### config.mk
export PLATFORM = sky130hd
export DESIGN_NAME = rcbp_top
export DESIGN_NICKNAME = d
export VERILOG_FILES = /design/src/rtl/rcbp_pkg.sv /design/src/rtl/rcbp_top.sv /design/src/rtl/rcbp_parity_chk.sv
export SDC_FILE = /design/constraint.sdc
export NUM_CORES = 1
export LEC_CHECK = 0
export ABC_CLOCK_PERIOD_IN_PS = 1900
export BUFFER_PORTS_ARGS = -buffer_cell sky130_fd_sc_hd__buf_4
export CORE_MARGIN = 2
export CORE_UTILIZATION = 42
export CTS_BUF_LIST = sky130_fd_sc_hd__clkbuf_8
export CTS_CLUSTER_SIZE = 16
export DETAILED_ROUTE_END_ITERATION = 6
export PLACE_DENSITY = 0.76
export REMOVE_ABC_BUFFERS = 1
export SLEW_MARGIN = 20
export SYNTH_ARGS = -nofsm -noshare
export SYNTH_HDL_FRONTEND = slang
export SYNTH_SLANG_ARGS = --single-unit
export TNS_END_PERCENT = 5
### constraint.sdc
create_clock -name i_clk -period 1.9 [get_ports i_clk]
set_clock_uncertainty 0.2 [all_clocks]
set_input_delay 0.095 -clock i_clk [delete_from_list [all_inputs] [get_ports i_clk]]
set_output_delay 0.095 -clock i_clk [all_outputs]
set_load 0.01 [all_outputs]
### src/rtl/rcbp_pkg.sv
// Constants, types and helpers shared by the registered command buffer
package rcbp_pkg;

  ////////////////////////////////////////////////////////////////////////
  // Widths
  localparam int DATA_W = 28;
  localparam int CS_W = 2;

  ////////////////////////////////////////////////////////////////////////
  // Positions of the never-suspended bits, data input 1 is bit 0
  // Mapping A (config select low)
  localparam int A_CKE0_POS = 7;
  localparam int A_CKE1_POS = 5;
  localparam int A_ODT0_POS = 14;
  localparam int A_ODT1_POS = 15;
  // Mapping B (config select high)
  localparam int B_CKE0_POS = 20;
  localparam int B_CKE1_POS = 22;
  localparam int B_ODT0_POS = 13;
  localparam int B_ODT1_POS = 12;

  ////////////////////////////////////////////////////////////////////////
  // Reset values and timing counts
  localparam logic [DATA_W-1:0] DATA_RST = 28'h0000000;
  localparam logic [CS_W-1:0] CS_RST = 2'h0;
  localparam logic ERR_N_RST = 1'h1;
  localparam logic CFG_RST = 1'h0;
  localparam logic [1:0] ERR_HOLD_CYCLES = 2'h2;
  localparam logic [1:0] CNT_RST = 2'h0;

  ////////////////////////////////////////////////////////////////////////
  // Types
  typedef struct packed {
    logic [DATA_W-1:0] q_a;
    logic [DATA_W-1:0] q_b;
    logic [CS_W-1:0] cs_a;
    logic [CS_W-1:0] cs_b;
  } rcbp_out_t;

  localparam rcbp_out_t OUT_RST = '{DATA_RST, DATA_RST, CS_RST, CS_RST};

  typedef enum logic [2:0] {
    ERR_CLEAR = 3'h1,
    ERR_HOLD = 3'h2,
    ERR_SLEEP = 3'h4
  } rcbp_err_state_t;

  ////////////////////////////////////////////////////////////////////////
  // Mask of clock-enable and termination bits for a mapping
  function automatic logic [DATA_W-1:0] rcbp_free_mask(input logic cfg_b);
    logic [DATA_W-1:0] m;
    m = DATA_RST;
    if (cfg_b) begin
      m[B_CKE0_POS] = 1'h1;
      m[B_CKE1_POS] = 1'h1;
      m[B_ODT0_POS] = 1'h1;
      m[B_ODT1_POS] = 1'h1;
    end else begin
      m[A_CKE0_POS] = 1'h1;
      m[A_CKE1_POS] = 1'h1;
      m[A_ODT0_POS] = 1'h1;
      m[A_ODT1_POS] = 1'h1;
    end
    return m;
  endfunction

endpackage

### src/rtl/rcbp_top.sv
// Registered 28-bit command buffer with 1:2 fan-out and parity checking
`timescale 1ns/100ps
module rcbp_top
  import rcbp_pkg::*;
(
  input wire logic i_clk,
  input wire logic i_reset,
  input wire logic i_reset_pin_n,
  input wire logic i_config_select,
  input wire logic i_chip_select_gate_enable,
  input wire logic i_chip_select_in_0_n,
  input wire logic i_chip_select_in_1_n,
  input wire logic [DATA_W-1:0] i_data,
  input wire logic i_parity_in,
  output rcbp_out_t o_out,
  output logic o_low_power_mode,
  output logic o_parity_error_n,
  output logic o_parity_error_oe
);

  ////////////////////////////////////////////////////////////////////////
  // Declarations
  logic rst_meta_r;
  logic rst_ok_r;
  logic clear;
  logic clear_d_r;
  logic cfg_meta_r;
  logic cfg_r;
  logic cs_any;
  logic cap_en;
  logic [DATA_W-1:0] free;
  logic [DATA_W-1:0] data_nxt;
  rcbp_out_t out_nxt;
  logic lpm_nxt;
  logic par_r;
  logic par_nxt;
  logic chk_r;
  logic chk_nxt;
  logic mismatch_r;
  logic mismatch_nxt;

  ////////////////////////////////////////////////////////////////////////
  // Reset release and config strap synchronisers
  // Assertion is immediate; release waits two edges to avoid a runt cycle
  always_ff @(posedge i_clk or negedge i_reset_pin_n) begin
    if (!i_reset_pin_n) begin
      rst_meta_r <= 1'h0;
      rst_ok_r <= 1'h0;
    end else begin
      rst_meta_r <= 1'h1;
      rst_ok_r <= rst_meta_r;
    end
  end

  assign clear = i_reset || !rst_ok_r;

  // Checks wait one more edge: outputs still show the cleared state then
  always_ff @(posedge i_clk or negedge i_reset_pin_n) begin
    if (!i_reset_pin_n) begin
      clear_d_r <= 1'h1;
    end else begin
      clear_d_r <= clear;
    end
  end

  // Static strap, so a two-stage sync is enough
  always_ff @(posedge i_clk or negedge i_reset_pin_n) begin
    if (!i_reset_pin_n) begin
      cfg_meta_r <= CFG_RST;
      cfg_r <= CFG_RST;
    end else begin
      cfg_meta_r <= i_config_select;
      cfg_r <= cfg_meta_r;
    end
  end

  ////////////////////////////////////////////////////////////////////////
  // Capture and gating
  always_comb begin
    cs_any = !i_chip_select_in_0_n || !i_chip_select_in_1_n;
    cap_en = !i_chip_select_gate_enable || cs_any;
    lpm_nxt = !cap_en;
    free = rcbp_free_mask(cfg_r);
    // Free bits always follow; the rest hold when capture is blocked
    data_nxt = (i_data & free) | ((cap_en ? i_data : o_out.q_a) & ~free);
    out_nxt.q_a = data_nxt;
    out_nxt.q_b = data_nxt;
    out_nxt.cs_a = {i_chip_select_in_1_n, i_chip_select_in_0_n};
    out_nxt.cs_b = {i_chip_select_in_1_n, i_chip_select_in_0_n};
  end

  always_ff @(posedge i_clk or negedge i_reset_pin_n) begin
    if (!i_reset_pin_n) begin
      o_out <= OUT_RST;
      o_low_power_mode <= 1'h0;
    end else if (clear) begin
      o_out <= OUT_RST;
      o_low_power_mode <= 1'h0;
    end else begin
      o_out <= out_nxt;
      o_low_power_mode <= lpm_nxt;
    end
  end

  ////////////////////////////////////////////////////////////////////////
  // Parity pipeline: data sum at n, paired with parity at n+1
  always_comb begin
    par_nxt = ^i_data;
    chk_nxt = cs_any;
    mismatch_nxt = chk_r && (par_r ^ i_parity_in);
  end

  // Parity is only meaningful when the controller holds inputs low after reset
  always_ff @(posedge i_clk or negedge i_reset_pin_n) begin
    if (!i_reset_pin_n) begin
      par_r <= 1'h0;
      chk_r <= 1'h0;
      mismatch_r <= 1'h0;
    end else if (clear) begin
      par_r <= 1'h0;
      chk_r <= 1'h0;
      mismatch_r <= 1'h0;
    end else begin
      par_r <= par_nxt;
      chk_r <= chk_nxt;
      mismatch_r <= mismatch_nxt;
    end
  end

  ////////////////////////////////////////////////////////////////////////
  // Error flag
  rcbp_parity_chk u_parity_chk (
    .i_clk(i_clk),
    .i_reset_pin_n(i_reset_pin_n),
    .i_clear(clear),
    .i_mismatch(mismatch_r),
    .i_lpm(o_low_power_mode),
    .o_parity_error_n(o_parity_error_n),
    .o_parity_error_oe(o_parity_error_oe)
  );

  ////////////////////////////////////////////////////////////////////////
  // Checks
  property p_free_follow;
    @(posedge i_clk) disable iff (clear || clear_d_r || !i_reset_pin_n)
      1'h1 |=> ((o_out.q_a & $past(free)) == ($past(i_data) & $past(free)));
  endproperty
  a_free_follow: assert property (p_free_follow)
    else $error("clock-enable or termination bit not forwarded");

  property p_gate_hold;
    @(posedge i_clk) disable iff (clear || clear_d_r || !i_reset_pin_n)
      (i_chip_select_gate_enable && i_chip_select_in_0_n && i_chip_select_in_1_n)
        |=> ((o_out.q_a & ~$past(free)) == ($past(o_out.q_a) & ~$past(free)));
  endproperty
  a_gate_hold: assert property (p_gate_hold)
    else $error("data output changed while suspended");

  property p_ungated;
    @(posedge i_clk) disable iff (clear || clear_d_r || !i_reset_pin_n)
      !i_chip_select_gate_enable |=> (o_out.q_a == $past(i_data));
  endproperty
  a_ungated: assert property (p_ungated)
    else $error("data not captured with gating off");

  property p_selected;
    @(posedge i_clk) disable iff (clear || clear_d_r || !i_reset_pin_n)
      (!i_chip_select_in_0_n || !i_chip_select_in_1_n) |=> (o_out.q_a == $past(i_data));
  endproperty
  a_selected: assert property (p_selected)
    else $error("data not captured with a select low");

  property p_cs_follow;
    @(posedge i_clk) disable iff (clear || clear_d_r || !i_reset_pin_n)
      1'h1 |=> (o_out.cs_a == {$past(i_chip_select_in_1_n), $past(i_chip_select_in_0_n)});
  endproperty
  a_cs_follow: assert property (p_cs_follow)
    else $error("select output not forwarded");

  property p_copies;
    @(posedge i_clk) disable iff (!i_reset_pin_n)
      (o_out.q_a == o_out.q_b) && (o_out.cs_a == o_out.cs_b);
  endproperty
  a_copies: assert property (p_copies)
    else $error("A and B copies differ");

  property p_lpm;
    @(posedge i_clk) disable iff (clear || clear_d_r || !i_reset_pin_n)
      (i_chip_select_gate_enable && i_chip_select_in_0_n && i_chip_select_in_1_n)
        |=> o_low_power_mode;
  endproperty
  a_lpm: assert property (p_lpm)
    else $error("low-power mode not entered");

  property p_parity_timing;
    @(posedge i_clk) disable iff (clear || clear_d_r || !i_reset_pin_n)
      ((!$past(i_chip_select_in_0_n) || !$past(i_chip_select_in_1_n))
        && (^$past(i_data) ^ i_parity_in)) |-> ##2 !o_parity_error_n;
  endproperty
  a_parity_timing: assert property (p_parity_timing)
    else $error("parity error not flagged at n+3");

  property p_reset_outputs;
    @(posedge i_clk) disable iff (!i_reset_pin_n)
      i_reset |=> (o_parity_error_n && (o_out == OUT_RST) && !o_low_power_mode);
  endproperty
  a_reset_outputs: assert property (p_reset_outputs)
    else $error("outputs not cleared by reset");

  property p_clear_outputs;
    @(posedge i_clk) disable iff (!i_reset_pin_n)
      clear
        |=> ((o_out == OUT_RST) && !o_low_power_mode && o_parity_error_n);
  endproperty
  a_clear_outputs: assert property (p_clear_outputs)
    else $error("outputs not held cleared during reset release");

  property p_lpm_off;
    @(posedge i_clk) disable iff (clear || clear_d_r || !i_reset_pin_n)
      (!i_chip_select_gate_enable || !i_chip_select_in_0_n || !i_chip_select_in_1_n)
        |=> !o_low_power_mode;
  endproperty
  a_lpm_off: assert property (p_lpm_off)
    else $error("low-power mode without its condition");

  property p_hold_b;
    @(posedge i_clk) disable iff (clear || clear_d_r || !i_reset_pin_n)
      (i_chip_select_gate_enable && i_chip_select_in_0_n && i_chip_select_in_1_n)
        |=> ((o_out.q_b & ~$past(free)) == ($past(o_out.q_b) & ~$past(free)));
  endproperty
  a_hold_b: assert property (p_hold_b)
    else $error("B copy changed while suspended");

  property p_cfg_map;
    @(posedge i_clk) disable iff (!i_reset_pin_n)
      cfg_r |-> (free[B_CKE0_POS] && free[B_CKE1_POS] && free[B_ODT0_POS]
        && free[B_ODT1_POS] && !free[A_CKE0_POS] && !free[A_ODT0_POS]);
  endproperty
  a_cfg_map: assert property (p_cfg_map)
    else $error("mapping B bits not selected");

  property p_cs_b_follow;
    @(posedge i_clk) disable iff (clear || clear_d_r || !i_reset_pin_n)
      1'h1
        |=> (o_out.cs_b == {$past(i_chip_select_in_1_n), $past(i_chip_select_in_0_n)});
  endproperty
  a_cs_b_follow: assert property (p_cs_b_follow)
    else $error("B select output not forwarded");

  property p_err_gen;
    @(posedge i_clk) disable iff (clear || clear_d_r || !i_reset_pin_n)
      mismatch_r
        |=> !o_parity_error_n;
  endproperty
  a_err_gen: assert property (p_err_gen)
    else $error("error flag not driven after a mismatch");

  property p_idle_unchecked;
    @(posedge i_clk) disable iff (clear || clear_d_r || !i_reset_pin_n)
      (i_chip_select_in_0_n && i_chip_select_in_1_n)
        |=> ##1 !mismatch_r;
  endproperty
  a_idle_unchecked: assert property (p_idle_unchecked)
    else $error("parity checked with no select low");

  property p_parity_ok;
    @(posedge i_clk) disable iff (clear || clear_d_r || !i_reset_pin_n)
      ((!$past(i_chip_select_in_0_n) || !$past(i_chip_select_in_1_n))
        && !(^$past(i_data) ^ i_parity_in)) |=> !mismatch_r;
  endproperty
  a_parity_ok: assert property (p_parity_ok)
    else $error("mismatch raised for even parity");

  property p_err_release;
    @(posedge i_clk) disable iff (clear || clear_d_r || !i_reset_pin_n)
      $rose(o_parity_error_n)
        |-> !$past(o_parity_error_n, 2);
  endproperty
  a_err_release: assert property (p_err_release)
    else $error("error flag released too early");

  property p_no_false_err;
    @(posedge i_clk) disable iff (!i_reset_pin_n)
      (o_parity_error_n && !mismatch_r)
        |=> o_parity_error_n;
  endproperty
  a_no_false_err: assert property (p_no_false_err)
    else $error("error flag raised without a mismatch");

endmodule // rcbp_top

### src/rtl/rcbp_parity_chk.sv
// Parity error flag with latched low hold and low-power extension
`timescale 1ns/100ps
module rcbp_parity_chk
  import rcbp_pkg::*;
(
  input wire logic i_clk,
  input wire logic i_reset_pin_n,
  input wire logic i_clear,
  input wire logic i_mismatch,
  input wire logic i_lpm,
  output logic o_parity_error_n,
  output logic o_parity_error_oe
);

  rcbp_err_state_t state_r;
  rcbp_err_state_t state_nxt;
  logic [1:0] cnt_r;
  logic [1:0] cnt_nxt;
  logic err_n_nxt;

  ////////////////////////////////////////////////////////////////////////
  // Hold sequencing
  always_comb begin
    state_nxt = state_r;
    cnt_nxt = cnt_r;
    err_n_nxt = o_parity_error_n;
    case (state_r)
      ERR_CLEAR: begin
        if (i_mismatch) begin
          state_nxt = ERR_HOLD;
          cnt_nxt = ERR_HOLD_CYCLES - 2'h1;
          err_n_nxt = 1'h0;
        end
      end
      ERR_HOLD: begin
        if (i_mismatch) begin
          cnt_nxt = ERR_HOLD_CYCLES - 2'h1;
        end else if (i_lpm) begin
          state_nxt = ERR_SLEEP;
        end else if (cnt_r == CNT_RST) begin
          state_nxt = ERR_CLEAR;
          err_n_nxt = 1'h1;
        end else begin
          cnt_nxt = cnt_r - 2'h1;
        end
      end
      ERR_SLEEP: begin
        // Two more cycles counted only once the sleep ends
        if (i_mismatch || !i_lpm) begin
          state_nxt = ERR_HOLD;
          cnt_nxt = ERR_HOLD_CYCLES - 2'h1;
        end
      end
      default: begin
        state_nxt = ERR_CLEAR;
        cnt_nxt = CNT_RST;
        err_n_nxt = ERR_N_RST;
      end
    endcase
  end

  always_ff @(posedge i_clk or negedge i_reset_pin_n) begin
    if (!i_reset_pin_n) begin
      state_r <= ERR_CLEAR;
      cnt_r <= CNT_RST;
      o_parity_error_n <= ERR_N_RST;
      o_parity_error_oe <= 1'h0;
    end else if (i_clear) begin
      state_r <= ERR_CLEAR;
      cnt_r <= CNT_RST;
      o_parity_error_n <= ERR_N_RST;
      o_parity_error_oe <= 1'h0;
    end else begin
      state_r <= state_nxt;
      cnt_r <= cnt_nxt;
      o_parity_error_n <= err_n_nxt;
      o_parity_error_oe <= !err_n_nxt;
    end
  end

  ////////////////////////////////////////////////////////////////////////
  // Checks
  property p_err_hold_two;
    @(posedge i_clk) disable iff (i_clear || !i_reset_pin_n)
      $fell(o_parity_error_n) |=> !o_parity_error_n;
  endproperty
  a_err_hold_two: assert property (p_err_hold_two)
    else $error("error flag released before two cycles");

  property p_err_sleep_hold;
    @(posedge i_clk) disable iff (i_clear || !i_reset_pin_n)
      (!o_parity_error_n && i_lpm) |=> !o_parity_error_n [*2];
  endproperty
  a_err_sleep_hold: assert property (p_err_sleep_hold)
    else $error("error flag released during low-power hold");

  property p_err_oe;
    @(posedge i_clk) disable iff (!i_reset_pin_n)
      o_parity_error_oe == !o_parity_error_n;
  endproperty
  a_err_oe: assert property (p_err_oe)
    else $error("open-drain enable disagrees with flag");

endmodule // rcbp_parity_chk

==> impl_metrics.env <==
export IMPL_total_power_mw=2.133
export IMPL_synth_xor_xnor_area_share=0.1162
export IMPL_antenna_found_initial=0
export IMPL_synth_mux_area_frac=0.004283
export IMPL_rows=27
export IMPL_core_area_sq_um=5439
export IMPL_drt_total_wl_mm=5.559
export IMPL_final_cell_area_sq_um=3346
export IMPL_worstMarginPinSlew_ps=561.9
export IMPL_synth_top_cell_area_share=0.4604
export IMPL_port_buffers=98
export IMPL_antenna_diode_count=0
export IMPL_setup_violations=0
export IMPL_status="complete, no violations"
export IMPL_vias=1991
export IMPL_cp_cell_sequence="dlygate4sd3_1 -> buf_4 -> xnor2_1 -> xnor2_1 -> xnor3_1 -> xnor3_1 -> nor2_1"
export IMPL_drc_errors=0
export IMPL_crit_family="XOR/XNOR gates"
export IMPL_min_period_ps=1801
export IMPL_path_max_fanout=2
export IMPL_die_area_sq_um=6177
export IMPL_grt_max_degree=46
export IMPL_hpwlAfterDp_mm=3.614
export IMPL_finalNetCount=385
export IMPL_p_leak_nw=1.657
export IMPL_setup_slack_ps=99.34
export IMPL_track_usage=0.1880
export IMPL_syn_area_per_cell_sq_um=9.312
export IMPL_hold_viol=0
export IMPL_path_clk_slew_ps=90
export IMPL_ant_nets=0
export IMPL_max_freq_mhz=555.4
export IMPL_ios=99
export IMPL_path_buf_inv=2
export IMPL_synthSimpleGateAreaFrac=0.1510
export IMPL_critical_path_max_stage_delay_ps=550
export IMPL_yosysWarnings=0
export IMPL_fillers=467
export IMPL_syn_to_final_growth_pct=43.15
export IMPL_gp_congestion=0.7783
export IMPL_cp_slowest_cell="dlygate4sd3_1"
export IMPL_hp_class="input pin to flop"
export IMPL_ir_drop_v=0.0004193
export IMPL_power_density_nw_per_um2=637.6
export IMPL_ys_seq_area_frac=0.4829
export IMPL_worst_setup_path_type="input pin to flop"
export IMPL_cts_sink_count=45
export IMPL_die_y_um=78.60
export IMPL_cts_tree="yes"
export IMPL_worstSkewPairLatency_ps=290
export IMPL_pre_cts_ws_ps=244.2
export IMPL_wl_per_cell_um=13.20
export IMPL_cts_buffers=5
export IMPL_clk_path_buf_depth=2
export IMPL_rsz0062_at_grt="false"
export IMPL_synthTopCellsByArea="dfrtp_1 (46%), buf_4 (9.6%), xnor2_1 (8.2%)"
export IMPL_cts_htree_levels=2
export IMPL_maxSlewHeadroom=0.6254
export IMPL_critPathCaptureType="flop"
export IMPL_synthAdderAreaFrac=0.005353
export IMPL_worst_setup_path_start_kind="input pin"
export IMPL_cp_required_ps=1870
export IMPL_grt_pass1_wl_mm=9.280
export IMPL_cts_root_buf="clkbuf_8"
export IMPL_die_w_um=78.60
export IMPL_syn_area_sq_um=2337
export IMPL_vias_per_cell=4.729
export IMPL_synth_cell_types=35
export IMPL_grt_pass1_vias=2017
export IMPL_overflow=0
export IMPL_max_cap_violations=0
export IMPL_yosys_area_top_type="dfrtp_1"
export IMPL_initial_core_util=0.4297
export IMPL_dr_pass1_iters=4
export IMPL_post_route_period_util=0.9477
export IMPL_crit_arrival_ps=1770
export IMPL_place_area_sq_um=2917
export IMPL_drive_above_1_share=0.3266
export IMPL_synth_seq_cells=45
export IMPL_drtIter0Drc=97
export IMPL_synth_compound_area_share=0.1087
export IMPL_maxSlewViolCount=0
export IMPL_synth_top_family_by_area="simple AND/OR/NAND/NOR gates"
export IMPL_netlist_instances=251
-- worst paths after layout --
| kind | startpoint | depth (start not counted) | slack (ps) | endpoint |
|---|---|---|---|---|
| min in group asynchronous | i_reset_pin_n | 2 | 130 | o_out[40] |
| max | i_data[0] | 7 | 100 | par_r |
| max in group asynchronous | i_reset_pin_n | 2 | 980 | u_parity_chk.state_r[0] |
| min | i_chip_select_gate_enable | 4 | 120 | o_out[48] |
| max reg2reg | u_parity_chk.state_r[0] | 5 | 240 | u_parity_chk.cnt_r[0] |
| min reg2reg | rst_meta_r | 0 | 160 | rst_ok_r |
-- Yosys cell counts --
master / instances
nand2_1: 50
dfrtp_1: 43
a21oi_1: 32
buf_4: 30
xnor2_1: 22
nor2_1: 11
clkbuf_1: 8
o21ai_0: 7
inv_1: 6
nand3_1: 5
buf_1: 3
buf_2: 3
nand2b_1: 3
nor2b_1: 3
dfstp_2: 2
nor3b_1: 2
xnor3_1: 2
xor2_1: 2
a221oi_1: 1
a31oi_1: 1
and3_1: 1
conb_1: 1
ha_1: 1
mux2i_1: 1
nor3_1: 1
nor3_2: 1
nor4_1: 1
nor4_2: 1
o21a_1: 1
o2bb2a_1: 1
o31ai_1: 1
o32a_1: 1
o32ai_1: 1
or3_1: 1
xnor2_2: 1
-- kinds of logic (layout without fill, tap and decap cells) --
kind of cell               Yosys count  count (layout)
and+or+nand+nor                     80              80
adders and majority gates            1               1
buffers and inverters               50             148
other                                1               1
muxes                                1               1
AOI/OAI and AO/OA                   46              46
DFF                                 45              45
xor gates and xnor gates            27              27
-- metrics by stage --
| stage | instances | hold WS, ps | utilization | TNS [ps] |
|---|---|---|---|---|
| global route | 421 | 147.1 | 0.6151 | 0 |
| CTS | 421 | 118.2 | 0.6124 | 0 |
| finish | 421 | 116.9 | 0.6151 | 0 |
| detailed placement | 380 | -72.77 | 0.5362 | 0 |
| floorplan | 207 | -400.6 | - | -94.18 |
| global placement | 380 | -69.10 | 0.5362 | 0 |
-- cells in the final DEF (no fill, tap or decap), drive strengths merged --
cell           n
a21oi         32
a221oi         1
a31oi          1
and3           1
buf          101
clkbuf         5
clkinvlp       1
conb           1
dfrtp         43
dfstp          2
dlygate4sd3   33
ha             1
inv            8
mux2i          1
nand2         50
nand2b         3
nand3          5
nor2          11
nor2b          3
nor3           2
nor3b          2
nor4           2
o21a           1
o21ai          7
o2bb2a         1
o31ai          1
o32a           1
o32ai          1
or3            1
xnor2         23
xnor3          2
xor2           2
-- sequential cells by signal, indices dropped and copies added (netlist names) --
signal / cells
u_parity_chk.cnt_r: 2
par_r: 1
u_parity_chk.state_r: 3
o_low_power_mode: 1
cfg_r: 1
u_parity_chk.o_parity_error_n: 1
mismatch_r: 1
cfg_meta_r: 1
chk_r: 1
o_out: 30
u_parity_chk.o_parity_error_oe: 1
rst_ok_r: 1
rst_meta_r: 1
-- what timing repair did --
item	in CTS	in global routing
gates resized for setup	0	2
hold buffers	33	0
setup buffers	0	0
hold endpoints to repair	78	0
endpoints found under the setup margin	0	1
-- final cells by class --
class,count,area (sq um),area share
sequential,45,1129,0.3373
tap,72,90.09,0.02693
timing repair buffer,134,1101,0.3291
clock buffer,5,68.82,0.02057
clock inverter,3,15.01,0.004488
multi-input combinational,156,919.6,0.2749
inverter,6,22.52,0.006731
-- worst reg2reg max path: stages (launching register included) --
cell and delay [ps]:
dfstp_2 410, nor2b_1 190, mux2i_1 120, nor4_2 250, a21oi_1 90, o2bb2a_1 290
-- power by group --
part / total (mW) / switching, mW / leakage [nW] / internal [mW]
logic: 0.528 / 0.217 / 1.02 / 0.310
registers: 1.04 / 0.0379 / 0.595 / 1.00
clock network: 0.565 / 0.315 / 0.0467 / 0.250
total: 2.13 / 0.571 / 1.66 / 1.56
-- routing by layer --
layer	GRT usage	share of wire
met5	0	0
met1	0.2313	0.42
met4	0.05789	0.0070
met2	0.3282	0.53
met3	0.04138	0.048
Note: power is estimated with default switching activity, not from simulation.
